`config.mk`:
```
export PLATFORM = sky130hd
export DESIGN_NAME = spi_master_slave_port
export DESIGN_NICKNAME = d
export VERILOG_FILES = /design/src/rtl/spi_master_slave_port.v
export VERILOG_INCLUDE_DIRS = /design/src /design/src/rtl
export SDC_FILE = /design/constraint.sdc
export NUM_CORES = 1
export LEC_CHECK = 0
export BUFFER_PORTS_ARGS = -buffer_cell sky130_fd_sc_hd__buf_4
export CAP_MARGIN = 20
export CORE_MARGIN = 2
export CORE_UTILIZATION = 30
export CTS_BUF_LIST = sky130_fd_sc_hd__clkbuf_4 sky130_fd_sc_hd__clkbuf_8
export DETAILED_ROUTE_END_ITERATION = 7
export GPL_ROUTABILITY_DRIVEN = 0
export PLACE_DENSITY = 0.56
export SKIP_CTS_REPAIR_TIMING = 1
export SKIP_LAST_GASP = 1
export SLEW_MARGIN = 10
export SYNTH_ARGS = -nofsm -noshare
export SYNTH_HDL_FRONTEND = slang
export SYNTH_SLANG_ARGS = --single-unit
```
`constraint.sdc`:
```
create_clock -name clock -period 3.3 [get_ports clock]
set_clock_uncertainty 0.1 [all_clocks]
set_input_delay 0.495 -clock clock [delete_from_list [all_inputs] [get_ports clock]]
set_output_delay 0.495 -clock clock [all_outputs]
set_load 0.005 [all_outputs]
```
`src/rtl/spi_port_defs.vh`:
```
`ifndef SPI_PORT_DEFS_VH
`define SPI_PORT_DEFS_VH

`define SPI_ADDR_DATA      8'h86
`define SPI_ADDR_STATUS    8'haa
`define SPI_ADDR_CONTROL   8'hd5

`define CTRL_IRQ_EN        7
`define CTRL_PORT_ON       6
`define CTRL_ORDER         5
`define CTRL_MASTER        4
`define CTRL_IDLE_LEVEL    3
`define CTRL_PHASE         2
`define CTRL_RATE_HI       1
`define CTRL_RATE_LO       0
`define STAT_DONE          7
`define STAT_CLASH         6

`define CTRL_RESET         8'h04
`define STAT_RESET         8'h00

`define DIV_CODE0          4
`define DIV_CODE1          16
`define DIV_CODE2          64
`define DIV_CODE3          128

`define CLK_MHZ            200
`define MAX_BIT_KHZ        1500
`define MIN_BIT_CYCLES     ((`CLK_MHZ * 1000 + `MAX_BIT_KHZ - 1) / `MAX_BIT_KHZ)

`endif
```
`src/rtl/spi_master_slave_port.v`:
```
// Chosen here: the address-and-strobe port.
`include "spi_port_defs.vh"

module spi_master_slave_port #(
  parameter MIN_BIT_CYCLES = `MIN_BIT_CYCLES
) (
  // clock and reset
  input  wire       clock,
  input  wire       sys_rst,
  // register port
  input  wire [7:0] addr,
  input  wire [7:0] wr_data,
  input  wire       wr_stb,
  input  wire       rd_stb,
  output reg  [7:0] rd_data,
  // shared serial interrupt
  input  wire       serial_irq_gate,
  input  wire       uart_irq_req,
  output reg        irq_request,
  output reg        wake_idle,
  // link pins
  input  wire       ss_n_in,
  input  wire       sck_in,
  output reg        sck_out,
  output reg        sck_oe,
  input  wire       mosi_in,
  output wire       mosi_out,
  output reg        mosi_oe,
  input  wire       miso_in,
  output wire       miso_out,
  output reg        miso_oe
);

  // half periods in system clocks; integer math first, then cut to the counter width
  localparam integer MIN_HALF_I = (MIN_BIT_CYCLES + 1) / 2;
  localparam integer HALF0_I    = `DIV_CODE0 / 2;
  localparam integer HALF1_I    = `DIV_CODE1 / 2;
  localparam integer HALF2_I    = `DIV_CODE2 / 2;
  localparam integer HALF3_I    = `DIV_CODE3 / 2;
  localparam [7:0]   MIN_HALF   = MIN_HALF_I[7:0];
  localparam [7:0]   HALF0      = HALF0_I[7:0];
  localparam [7:0]   HALF1      = HALF1_I[7:0];
  localparam [7:0]   HALF2      = HALF2_I[7:0];
  localparam [7:0]   HALF3      = HALF3_I[7:0];

  function [7:0] shift_in;
    input [7:0] cur;
    input       bit_in;
    input       lsb_first;
    begin
      shift_in = lsb_first ? {bit_in, cur[7:1]} : {cur[6:0], bit_in};
    end
  endfunction

  function out_bit;
    input [7:0] cur;
    input       lsb_first;
    begin
      out_bit = lsb_first ? cur[0] : cur[7];
    end
  endfunction

  // one compare per strobe and register
  function reg_hit;
    input       stb;
    input [7:0] cur_addr;
    input [7:0] reg_addr;
    begin
      reg_hit = stb && (cur_addr == reg_addr);
    end
  endfunction

  // control and flags
  reg  [7:0] ctrl;
  reg        xfer_done_flag;
  reg        write_clash_flag;
  reg        clear_armed;

  // shift path
  reg  [7:0] shift_data_reg;
  reg  [7:0] rx_buf;
  reg        data_out;
  reg        in_bit;
  reg  [2:0] bit_cnt;
  reg        busy;
  reg        lead_seen;
  reg  [7:0] half_cnt;

  // synchroniser stages
  reg        ss_s1;
  reg        ss_s2;
  reg        sck_s1;
  reg        sck_s2;
  reg        sck_s3;
  reg        mosi_s1;
  reg        mosi_s2;
  reg        miso_s1;
  reg        miso_s2;

  // combinational helpers
  reg  [7:0] half_len;
  reg  [7:0] next_shift;

  // control fields
  wire xfer_irq_enable  = ctrl[`CTRL_IRQ_EN];
  wire port_on          = ctrl[`CTRL_PORT_ON];
  wire bit_order_sel    = ctrl[`CTRL_ORDER];
  wire controller_sel   = ctrl[`CTRL_MASTER];
  wire clock_idle_level = ctrl[`CTRL_IDLE_LEVEL];
  wire clock_sample_phase = ctrl[`CTRL_PHASE];
  wire rate_sel_hi      = ctrl[`CTRL_RATE_HI];
  wire rate_sel_lo      = ctrl[`CTRL_RATE_LO];

  // register strobes
  wire data_wr   = reg_hit(wr_stb, addr, `SPI_ADDR_DATA);
  wire data_rd   = reg_hit(rd_stb, addr, `SPI_ADDR_DATA);
  wire status_rd = reg_hit(rd_stb, addr, `SPI_ADDR_STATUS);
  wire ctrl_wr   = reg_hit(wr_stb, addr, `SPI_ADDR_CONTROL);

  wire master_on = port_on && controller_sel;
  wire slave_on  = port_on && !controller_sel && !ss_s2;

  // half period: documented divisor, but never faster than the link limit
  always @* begin
    case ({rate_sel_hi, rate_sel_lo})
      2'b00:   half_len = HALF0;
      2'b01:   half_len = HALF1;
      2'b10:   half_len = HALF2;
      2'b11:   half_len = HALF3;
      default: half_len = HALF0;
    endcase
    if (half_len < MIN_HALF) begin
      half_len = MIN_HALF;
    end
  end

  // edge events; slave edges arrive two to three clocks late
  wire gen_tick = master_on && busy && (half_cnt == half_len - 8'h01);
  wire m_lead   = gen_tick && (sck_out == clock_idle_level);
  wire m_trail  = gen_tick && (sck_out != clock_idle_level);
  wire s_edge   = slave_on && (sck_s2 != sck_s3);
  wire s_lead   = s_edge && (sck_s3 == clock_idle_level);
  wire s_trail  = s_edge && (sck_s3 != clock_idle_level);
  wire lead     = controller_sel ? m_lead : s_lead;
  wire trail    = controller_sel ? m_trail : s_trail;
  wire din      = controller_sel ? miso_s2 : mosi_s2;

  // phase 0 samples on leading edge, phase 1 on trailing edge
  wire sample_ev = clock_sample_phase ? trail : lead;
  wire shift_ev  = clock_sample_phase ? (lead && lead_seen) : trail;
  wire last      = (bit_cnt == 3'd7);
  wire finish    = clock_sample_phase ? (sample_ev && last) : (shift_ev && last);
  wire load      = data_wr && !busy;
  wire clash     = data_wr && busy;
  wire clear_now = clear_armed && (data_wr || data_rd);
  wire abort     = !port_on || (!controller_sel && ss_s2);
  // spi side of the shared serial source
  wire spi_irq_src = xfer_irq_enable && xfer_done_flag;

  always @* begin
    if (load) begin
      next_shift = wr_data;
    end else if (finish && clock_sample_phase) begin
      next_shift = shift_in(shift_data_reg, din, bit_order_sel);
    end else if (shift_ev) begin
      next_shift = shift_in(shift_data_reg, in_bit, bit_order_sel);
    end else begin
      next_shift = shift_data_reg;
    end
  end

  // pin synchronisers; select resets high so no false select follows reset
  always @(posedge clock) begin
    if (sys_rst) begin
      ss_s1 <= 1'b1;
      ss_s2 <= 1'b1;
    end else begin
      ss_s1 <= ss_n_in;
      ss_s2 <= ss_s1;
    end
  end

  // third sck stage only feeds the edge detector
  always @(posedge clock) begin
    if (sys_rst) begin
      sck_s1 <= 1'b0;
      sck_s2 <= 1'b0;
      sck_s3 <= 1'b0;
    end else begin
      sck_s1 <= sck_in;
      sck_s2 <= sck_s1;
      sck_s3 <= sck_s2;
    end
  end

  always @(posedge clock) begin
    if (sys_rst) begin
      mosi_s1 <= 1'b0;
      mosi_s2 <= 1'b0;
      miso_s1 <= 1'b0;
      miso_s2 <= 1'b0;
    end else begin
      mosi_s1 <= mosi_in;
      mosi_s2 <= mosi_s1;
      miso_s1 <= miso_in;
      miso_s2 <= miso_s1;
    end
  end

  // data storage keeps its contents across reset
  always @(posedge clock) begin
    shift_data_reg <= next_shift;
    if (finish) begin
      rx_buf <= next_shift;
    end
  end

  always @(posedge clock) begin
    if (sys_rst) begin
      ctrl <= `CTRL_RESET;
    end else if (ctrl_wr) begin
      ctrl <= wr_data;
    end
  end

  // transfer engine
  always @(posedge clock) begin
    if (sys_rst) begin
      busy      <= 1'b0;
      bit_cnt   <= 3'd0;
      lead_seen <= 1'b0;
      in_bit    <= 1'b0;
      data_out  <= 1'b0;
    end else begin
      if (sample_ev) begin
        in_bit <= din;
      end
      if (load || shift_ev || finish) begin
        data_out <= out_bit(next_shift, bit_order_sel);
      end
      if (abort || finish) begin
        busy      <= 1'b0;
        bit_cnt   <= 3'd0;
        lead_seen <= 1'b0;
      end else begin
        if ((load && master_on) || s_edge) begin
          busy <= 1'b1;
        end
        if (lead) begin
          lead_seen <= 1'b1;
        end
        if (shift_ev) begin
          bit_cnt <= bit_cnt + 3'd1;
        end
      end
    end
  end

  // clock generator; idle sck rests at the chosen level
  always @(posedge clock) begin
    if (sys_rst) begin
      sck_out  <= 1'b0;
      half_cnt <= 8'h00;
    end else if (!master_on || !busy || finish) begin
      sck_out  <= clock_idle_level;
      half_cnt <= 8'h00;
    end else if (gen_tick) begin
      sck_out  <= !sck_out;
      half_cnt <= 8'h00;
    end else begin
      half_cnt <= half_cnt + 8'h01;
    end
  end

  // one output flop serves both directions
  assign mosi_out = data_out;
  assign miso_out = data_out;

  // flags: a set in the clearing cycle wins
  always @(posedge clock) begin
    if (sys_rst) begin
      xfer_done_flag <= 1'b0;
    end else if (finish) begin
      xfer_done_flag <= 1'b1;
    end else if (clear_now) begin
      xfer_done_flag <= 1'b0;
    end
  end

  always @(posedge clock) begin
    if (sys_rst) begin
      write_clash_flag <= 1'b0;
    end else if (clash) begin
      write_clash_flag <= 1'b1;
    end else if (clear_now) begin
      write_clash_flag <= 1'b0;
    end
  end

  // any data access disarms, so a stale status read cannot clear later flags
  always @(posedge clock) begin
    if (sys_rst) begin
      clear_armed <= 1'b0;
    end else if (status_rd && (xfer_done_flag || write_clash_flag)) begin
      clear_armed <= 1'b1;
    end else if (data_wr || data_rd) begin
      clear_armed <= 1'b0;
    end
  end

  // read data stands one cycle, zero otherwise
  always @(posedge clock) begin
    if (sys_rst || !rd_stb) begin
      rd_data <= 8'h00;
    end else begin
      case (addr)
        `SPI_ADDR_DATA:    rd_data <= rx_buf;
        `SPI_ADDR_STATUS:  rd_data <= {xfer_done_flag, write_clash_flag, 6'h00};
        `SPI_ADDR_CONTROL: rd_data <= ctrl;
        default:           rd_data <= 8'h00;
      endcase
    end
  end

  always @(posedge clock) begin
    if (sys_rst) begin
      irq_request <= 1'b0;
      wake_idle   <= 1'b0;
    end else begin
      irq_request <= serial_irq_gate && (spi_irq_src || uart_irq_req);
      wake_idle   <= finish && !controller_sel;
    end
  end

  always @(posedge clock) begin
    if (sys_rst) begin
      sck_oe  <= 1'b0;
      mosi_oe <= 1'b0;
      miso_oe <= 1'b0;
    end else begin
      sck_oe  <= master_on;
      mosi_oe <= master_on;
      miso_oe <= slave_on;
    end
  end

endmodule // spi_master_slave_port

```
==> run summary, run 1 <==
The insertion delay of the later-clocked pin in the worst-skew pair came out at 0.35 ns. The floorplan step defined a die boundary enclosing 0.01008 mm2. After detailed routing, the average wire length per cell comes to 14.59 um. The die height came out at 100.4 um. Of the total power, the share spent switching nets is 23.65%.

The kind of end point of the critical path is a flip-flop. The number of antenna violations at the first check in global routing came out at 0. The routed layout has 2223 vias. Data arrives at the worst endpoint at 2.73 ns. The overall die width came out at 100.4 um. Entering global routing, the biggest net connects 26 pins. The average instance in the mapped netlist occupies 9.642 um2. In the finished design, the share of the clock period the worst path needs comes to 83.90%. For this run, the post-layout net count is 362. The H-tree depth reported by CTS came out at 3.

The most frequently used flop master after synthesis is sky130_fd_sc_hd__dfxtp_1. Counting cells, the worst reg-to-reg path comes to 9. The most frequently used cell type in the post-synthesis netlist is sky130_fd_sc_hd__dfxtp_1.

Setup violations remaining at the end of the flow were counted as 0. Setup repair after global routing left no endpoint under its margin. The row count is 35. In this run, synthesis inferred 8 flip-flops with an integrated enable.

In this run, synthesis produced a sequential element count of 64. The area added between synthesis and finish came out at 20.16%. The tree is rooted in a sky130_fd_sc_hd__clkbuf_8. The final hold violation count is 0. The static leakage came out at 0.001316 uW. The startpoint identified for the worst register-to-register timing path is half_cnt[0]. The run finished with clean final reports.

The worst reg-to-reg setup slack is 0.53 ns. Sorting the synthesized cells by area gives the leading types as sky130_fd_sc_hd__dfxtp_1, sky130_fd_sc_hd__edfxtp_1, sky130_fd_sc_hd__nor2_1. In this run the worst hold path is classified as in -> reg. The endpoint of the worst setup timing path is rx_buf[1]. The kind of start point of the critical path is a flip-flop. The number of synthesis warnings is 0. In this run the tightest slew margin relative to its limit is 57.35%.

The fill cell instance count of the final layout came out at 930. Counting every instance in the synthesized netlist gives 289. The final hold slack is 0.2319 ns. The post-CTS clock slew at the launch and capture registers of the worst setup and hold paths came out at 0.08 ns. The clock sink count came out at 64. The number of nets with antenna violations after detailed routing came out at 0. The post-route core utilization is 36.76%. STA puts the critical path data required time at 3.26 ns. The share of synthesized registers carrying an async set or reset is 0%. The global-route wire length before repair came out at 10510 um. After detailed routing, the number of vias per cell comes to 4.962. The final layout contains routed wiring with a total length of 6535 um. The total congestion overflow is 0.

For this configuration, the core starts out at a cell density of 30.59%. The proportion of synthesized chip area in sequential cells came out at 48.85%. The number of DRC markers after the initial detailed-route iteration came out at 124. The maximum buffer depth of the clock tree came out at 2. The combinational cell fraction of total power is 4.9%.

The number of nets produced by synthesis came out at 319. The final setup TNS is 0 ns. The analysis attributes to net switching a power of 345.4 uW. The total power per unit cell area is 436.2 mW/mm2. The launch point of the worst path is half_cnt[0]. The slew of the pin with the lowest slew margin is 0.6389 ns. The cell-internal power is 1115 uW. TritonCTS built the clock tree. After synthesis the cells add up to 0.002786 mm2.

The number of iterations in the first detailed-routing pass came out at 5. The startpoint-to-endpoint class of the critical path is reg -> reg. The cell type with the largest total area after synthesis is sky130_fd_sc_hd__dfxtp_1. The highest attainable clock frequency is 0.3612 GHz. The number of global-route vias before repair is 2067. The repair_antennas step left the layout with diodes totalling 0. The max-slew violation count came to 0. The number of buffer cells added on primary ports is 41. Max-cap violations in this run came to 0. The time the worst path needs with I/O delays and setup came out at 2.769 ns.

VDD sags by at most 203.7 uV. The ratio of cells with drive above 1 in the final layout is 25.82%. The top cell type by area accounts for 40.23% of the synthesized area. The power share of the sequential group is 55.4%. Counting instances in the post-synthesis netlist gives the leading cell types as sky130_fd_sc_hd__dfxtp_1, sky130_fd_sc_hd__nor2_1, sky130_fd_sc_hd__nand2_1, sky130_fd_sc_hd__nand3_1, sky130_fd_sc_hd__a21oi_1.

The clock group share of total power came out at 39.7%. The number of buffers created by CTS came out at 9. The number of unique standard cell types used by synthesis is 58. The capture point of the worst reg-to-reg path is rx_buf[1]. The largest fanout on the critical path is 6. The overall routing resource usage is 13.58%.

The core outline area is 0.009109 mm2. The DRC violation count after routing is 0. After legalization and detailed placement, the total HPWL measured 4836 um. The number of I/O pins is 42.
layout by cell type (no fill, tap or decap), types with 3 or more instances in the layout:
master / synthesis / layout
sky130_fd_sc_hd__nor2b_1: 6 / 6
sky130_fd_sc_hd__xor2_1: 7 / 7
sky130_fd_sc_hd__nand2_1: 24 / 24
sky130_fd_sc_hd__mux2_2: 8 / 8
sky130_fd_sc_hd__nand3_1: 19 / 19
sky130_fd_sc_hd__buf_4: 2 / 47
sky130_fd_sc_hd__clkbuf_8: 1 / 9
sky130_fd_sc_hd__mux2i_1: 12 / 12
sky130_fd_sc_hd__clkinv_2: 0 / 3
sky130_fd_sc_hd__xnor2_1: 3 / 3
sky130_fd_sc_hd__dfxtp_1: 56 / 56
sky130_fd_sc_hd__or2_2: 5 / 5
sky130_fd_sc_hd__edfxtp_1: 8 / 8
sky130_fd_sc_hd__o21ai_0: 12 / 12
sky130_fd_sc_hd__a21oi_1: 14 / 14
sky130_fd_sc_hd__ha_1: 4 / 4
sky130_fd_sc_hd__a22oi_1: 6 / 6
sky130_fd_sc_hd__inv_1: 7 / 7
sky130_fd_sc_hd__nor3b_1: 3 / 3
sky130_fd_sc_hd__nor2_1: 37 / 37
power groups by stage:
stage                     clock (uW)  sequential (uW)  combinational [uW]
after global placement             0              827                70.4
after CTS                        595              809                71.6
after global routing             629              811                79.0
after floorplan                    0              824                32.5
after detailed placement           0              827                71.1
final                            580              809                70.9
worst min path at each step:
stage | from | slack, ns | end | cells after the start
6_report | ss_n_in | 0.23 | ss_s1 | 2
5_1_grt | ss_n_in | 0.22 | ss_s1 | 2
4_1_cts | ss_n_in | 0.22 | ss_s1 | 2
3_5_place_dp | ss_s1 | 0.30 | ss_s2 | 1
3_3_place_gp | ss_s1 | 0.30 | ss_s2 | 1
2_1_floorplan | ss_s1 | 0.29 | ss_s2 | 1
per-stage QoR:
| step | area [um2] | setup slack [ns] | instances | total power, uW |
|---|---|---|---|---|
| finish | 3348 | 0.5314 | 448 | 1461 |
| global route | 3348 | 0.3323 | 448 | 1519 |
| CTS | 3348 | 0.5393 | 448 | 1476 |
| detailed placement | 3181 | 0.5186 | 432 | 898.1 |
| global placement | 3181 | 0.5463 | 432 | 897.4 |
| floorplan | 2786 | 0.7509 | 289 | 856.8 |
layout make-up:
| cell class | instances | area [um2] | share of cell area [%] |
|---|---|---|---|
| Inverter | 7 | 26.28 | 0.7848 |
| Clock buffer | 10 | 131.4 | 3.924 |
| Clock inverter | 6 | 36.28 | 1.084 |
| Timing Repair Buffer | 47 | 352.8 | 10.54 |
| Tap cell | 111 | 138.9 | 4.148 |
| Multi-Input combinational cell | 203 | 1301 | 38.86 |
| Sequential cell | 64 | 1361 | 40.66 |
layer usage:
metal / wire length (um) / up-vias / share of wire [%] / global-route usage (%)
met5: 0 / - / 0 / 0
met4: 51 / 0 / 0.78 / 4.110
met3: 352 / 6 / 5.4 / 3.900
met2: 2831 / 70 / 43 / 19.98
met1: 3299 / 1037 / 50 / 19.25
li1: - / 1110 / - / -
worst max-delay path: stages (launching register included):
cell	delay, ns
sky130_fd_sc_hd__dfxtp_1	0.39
sky130_fd_sc_hd__inv_1	0.06
sky130_fd_sc_hd__ha_1	0.18
sky130_fd_sc_hd__and4bb_2	0.23
sky130_fd_sc_hd__and4_2	0.24
sky130_fd_sc_hd__o21ai_0	0.26
sky130_fd_sc_hd__nand3_2	0.22
sky130_fd_sc_hd__nor2_2	0.38
sky130_fd_sc_hd__mux2i_1	0.25
sky130_fd_sc_hd__o21ai_0	0.18
cell families after synthesis:
group                    Yosys count  synth area share (%)
AO/OA/AOI/OAI                     50                 12.17
adder cells (fa/ha/maj)            4                 1.796
XOR/XNOR                          10                 3.143
flip-flops                        64                 48.86
AND/OR/NAND/NOR                  119                 22.05
multiplexers                      20                 7.544
buffers and inverters             22                 4.445
Note: power is estimated with default switching activity, not from simulation.
==> run 2, diff against run 1 <==
==> constraint.sdc (replaced) <==
create_clock -name clock -period 2.75 [get_ports clock]
set_clock_uncertainty 0.1 [all_clocks]
set_input_delay 0.4125 -clock clock [delete_from_list [all_inputs] [get_ports clock]]
set_output_delay 0.4125 -clock clock [all_outputs]
set_load 0.005 [all_outputs]
==> run summary, run 2 (synthesized netlist as in run 1, its figures left out) <==
Traced cell by cell, the critical path runs through inv_1 -> ha_1 -> and4bb_2 -> and4_2 -> o21ai_0 -> nand3_2 -> nor2_2 -> buf_4 -> mux2i_1 -> o21ai_0. The effective utilization at floorplan is 30.59%. Setup repair after global routing left no endpoint under its margin. The maximum buffer depth of the clock tree came out at 2. The most frequent cell on the critical path is sky130_fd_sc_hd__o21ai_0. The area of the die came out at 0.01008 mm2.

The footprint of the flip-flops and latches is 0.001361 mm2. The maximum number of pins on one net before global-route repair is 26. STA classifies the critical path endpoint as a flip-flop. Per report_power, the clock group accounts for 45.5% of the total.

In this run the standard cell core region covers 0.009109 mm2. For this design the ratio of total power to cell area is 563.6 mW/mm2. The count of max-cap constraint violations came out at 0. Dividing the detail-routed via count by the number of cells gives 4.932. The largest fanout on the critical path is 4. Dividing the detail-routed wire length by the instance count gives 14.45 um. The number of buffer cells added on primary ports is 41.

The total congestion overflow came out at 0. The worst hold path belongs to the class in -> reg. The cell type group with the largest total delay on the critical path is simple AND/OR/NAND/NOR gates. The met3 routed wirelength came out at 273 um. The number of setup violations in the final report is 0. The overall routing resource usage is 13.46%. In the finished design, the share of the clock period the worst path needs comes to 94.16%. The time the worst path needs with I/O delays and setup came out at 2.589 ns. The worst supply voltage drop on vdd came out at 205.1 uV.

The biggest cell delay along the critical path came out at 0.33 ns. The repair_antennas step left the layout with diodes totalling 0. The fill cell instance count of the final layout is 917. The insertion delay of the later-clocked pin in the worst-skew pair came out at 0.33 ns. The number of nets in the final layout came out at 368. The flow ran to the end, and the final reports show no timing, DRC or antenna violations. The final setup TNS came out at 0 ns. In this run the vertical extent of the chip is 100.4 um.

TritonCTS built the clock tree. For this run, the top clock speed supported by timing is 0.3862 GHz. The first routing iteration left 135 violations. The first global-routing pass estimated 10510 um of wire. The required time of the worst setup path came out at 2.71 ns. In the layout the commonest cells are sky130_fd_sc_hd__dfxtp_1, sky130_fd_sc_hd__buf_4, sky130_fd_sc_hd__nor2_1, sky130_fd_sc_hd__nand2_1, sky130_fd_sc_hd__nand3_1. For this run, design rule violations remaining after detail routing come to 0. The number of nets with antenna violations after detailed routing is 0. The slew of the pin with the lowest slew margin came out at 0.5932 ns.

The overall power after layout came out at 1941 uW. The area taken by multi-input logic gates is 0.001301 mm2. The kind of start point of the critical path is a flip-flop. The max-slew violation count came to 0. Detailed placement ended at an HPWL of 4786 um. The number of antenna violations at the first check in global routing is 0.

In this run, CTS created clock tree buffers numbering 9. The ratio of cells with drive above 1 in the final layout is 27.11%. For this block, wires on met1 add up to 3154 um. Data on the critical path arrives at its endpoint at 2.55 ns. For this block, the via count after detailed routing is 2239. The number of iterations in the first detailed-routing pass is 4. The highest layer touched by signal routing is met4. The H-tree was split into 3 levels.

The routed wire length is 6559 um. The worst-case headroom to the max-slew limit is 60.40%. The library cell used most frequently in the layout, excluding fill and tap cells, is sky130_fd_sc_hd__dfxtp_1. The power share of the sequential group is 50.1%.

In this run the horizontal extent of the chip is 100.4 um. Summed over all nets, the switching power comes to 404.2 uW. The routed wire length on met2 is 3031 um.

Together, buffers and inverters on the worst path number 2. The cell-internal power is 1537 uW. The final hold violation count is 0. The number of I/O pins is 42. The combinational cell fraction of total power came out at 4.4%.

Clock-pin slew was measured on the worst setup and hold paths at 0.07 ns. The critical path is of the reg -> reg type. Relative to the synthesized area, the layout overhead comes to 23.62%. Summed over all cells, the static leakage comes to 0.001377 uW. The clock sink count is 64. The root cell of the clock tree is sky130_fd_sc_hd__clkbuf_8.

The row count came out at 35. The number of global-route vias before repair is 2115. The net switching share of the total power is 20.82%.

On the critical path, the stage with the largest delay is an instance of sky130_fd_sc_hd__dfxtp_1.
-- run 2: cell type report --
cell class / instances / area share [%]
clock inverters: 6 / 2.361
clock buffers: 10 / 3.996
inverters: 7 / 0.7628
multi-input cells: 203 / 37.78
well taps: 111 / 4.032
repair buffers: 53 / 11.55
flip-flops and latches: 64 / 39.52
-- run 2: final timing paths --
path | startpoint | endpoint | slack (ns) | cells after the start
max reg2reg | half_cnt[0] | rx_buf[4] | 0.16 | 10
min | ss_n_in | ss_s1 | 0.16 | 2
max | half_cnt[0] | rx_buf[4] | 0.16 | 10
min reg2reg | ss_s1 | ss_s2 | 0.31 | 1
-- run 2: power groups by stage --
stage / combinational [uW] / sequential [uW] / clock [uW]
2_1_floorplan: 39.1 / 989 / 0
3_3_place_gp: 84.3 / 993 / 0
3_5_place_dp: 84.9 / 993 / 0
4_1_cts: 85.8 / 972 / 916
5_1_grt: 94.2 / 973 / 946
6_report: 85.2 / 972 / 884
-- run 2: per-layer routing --
layer	global-route usage, %	up-vias
met5	0	-
li1	-	1123
met4	5.690	0
met1	17.95	1054
met2	21.53	54
met3	2.298	8
-- run 2: through the flow --
stage	worst slack [ns]	utilization (%)	cell area (um2)	hold slack (ns)	cells
finish	0.1607	37.82	3445	0.1615	454
CTS	0.1553	37.82	3445	0.1443	454
global placement	0.1339	35.41	3226	0.2956	438
floorplan	0.2711	-	2786	0.2895	289
global route	0.001362	37.82	3445	0.1618	454
detailed placement	0.1168	35.41	3226	0.3023	438
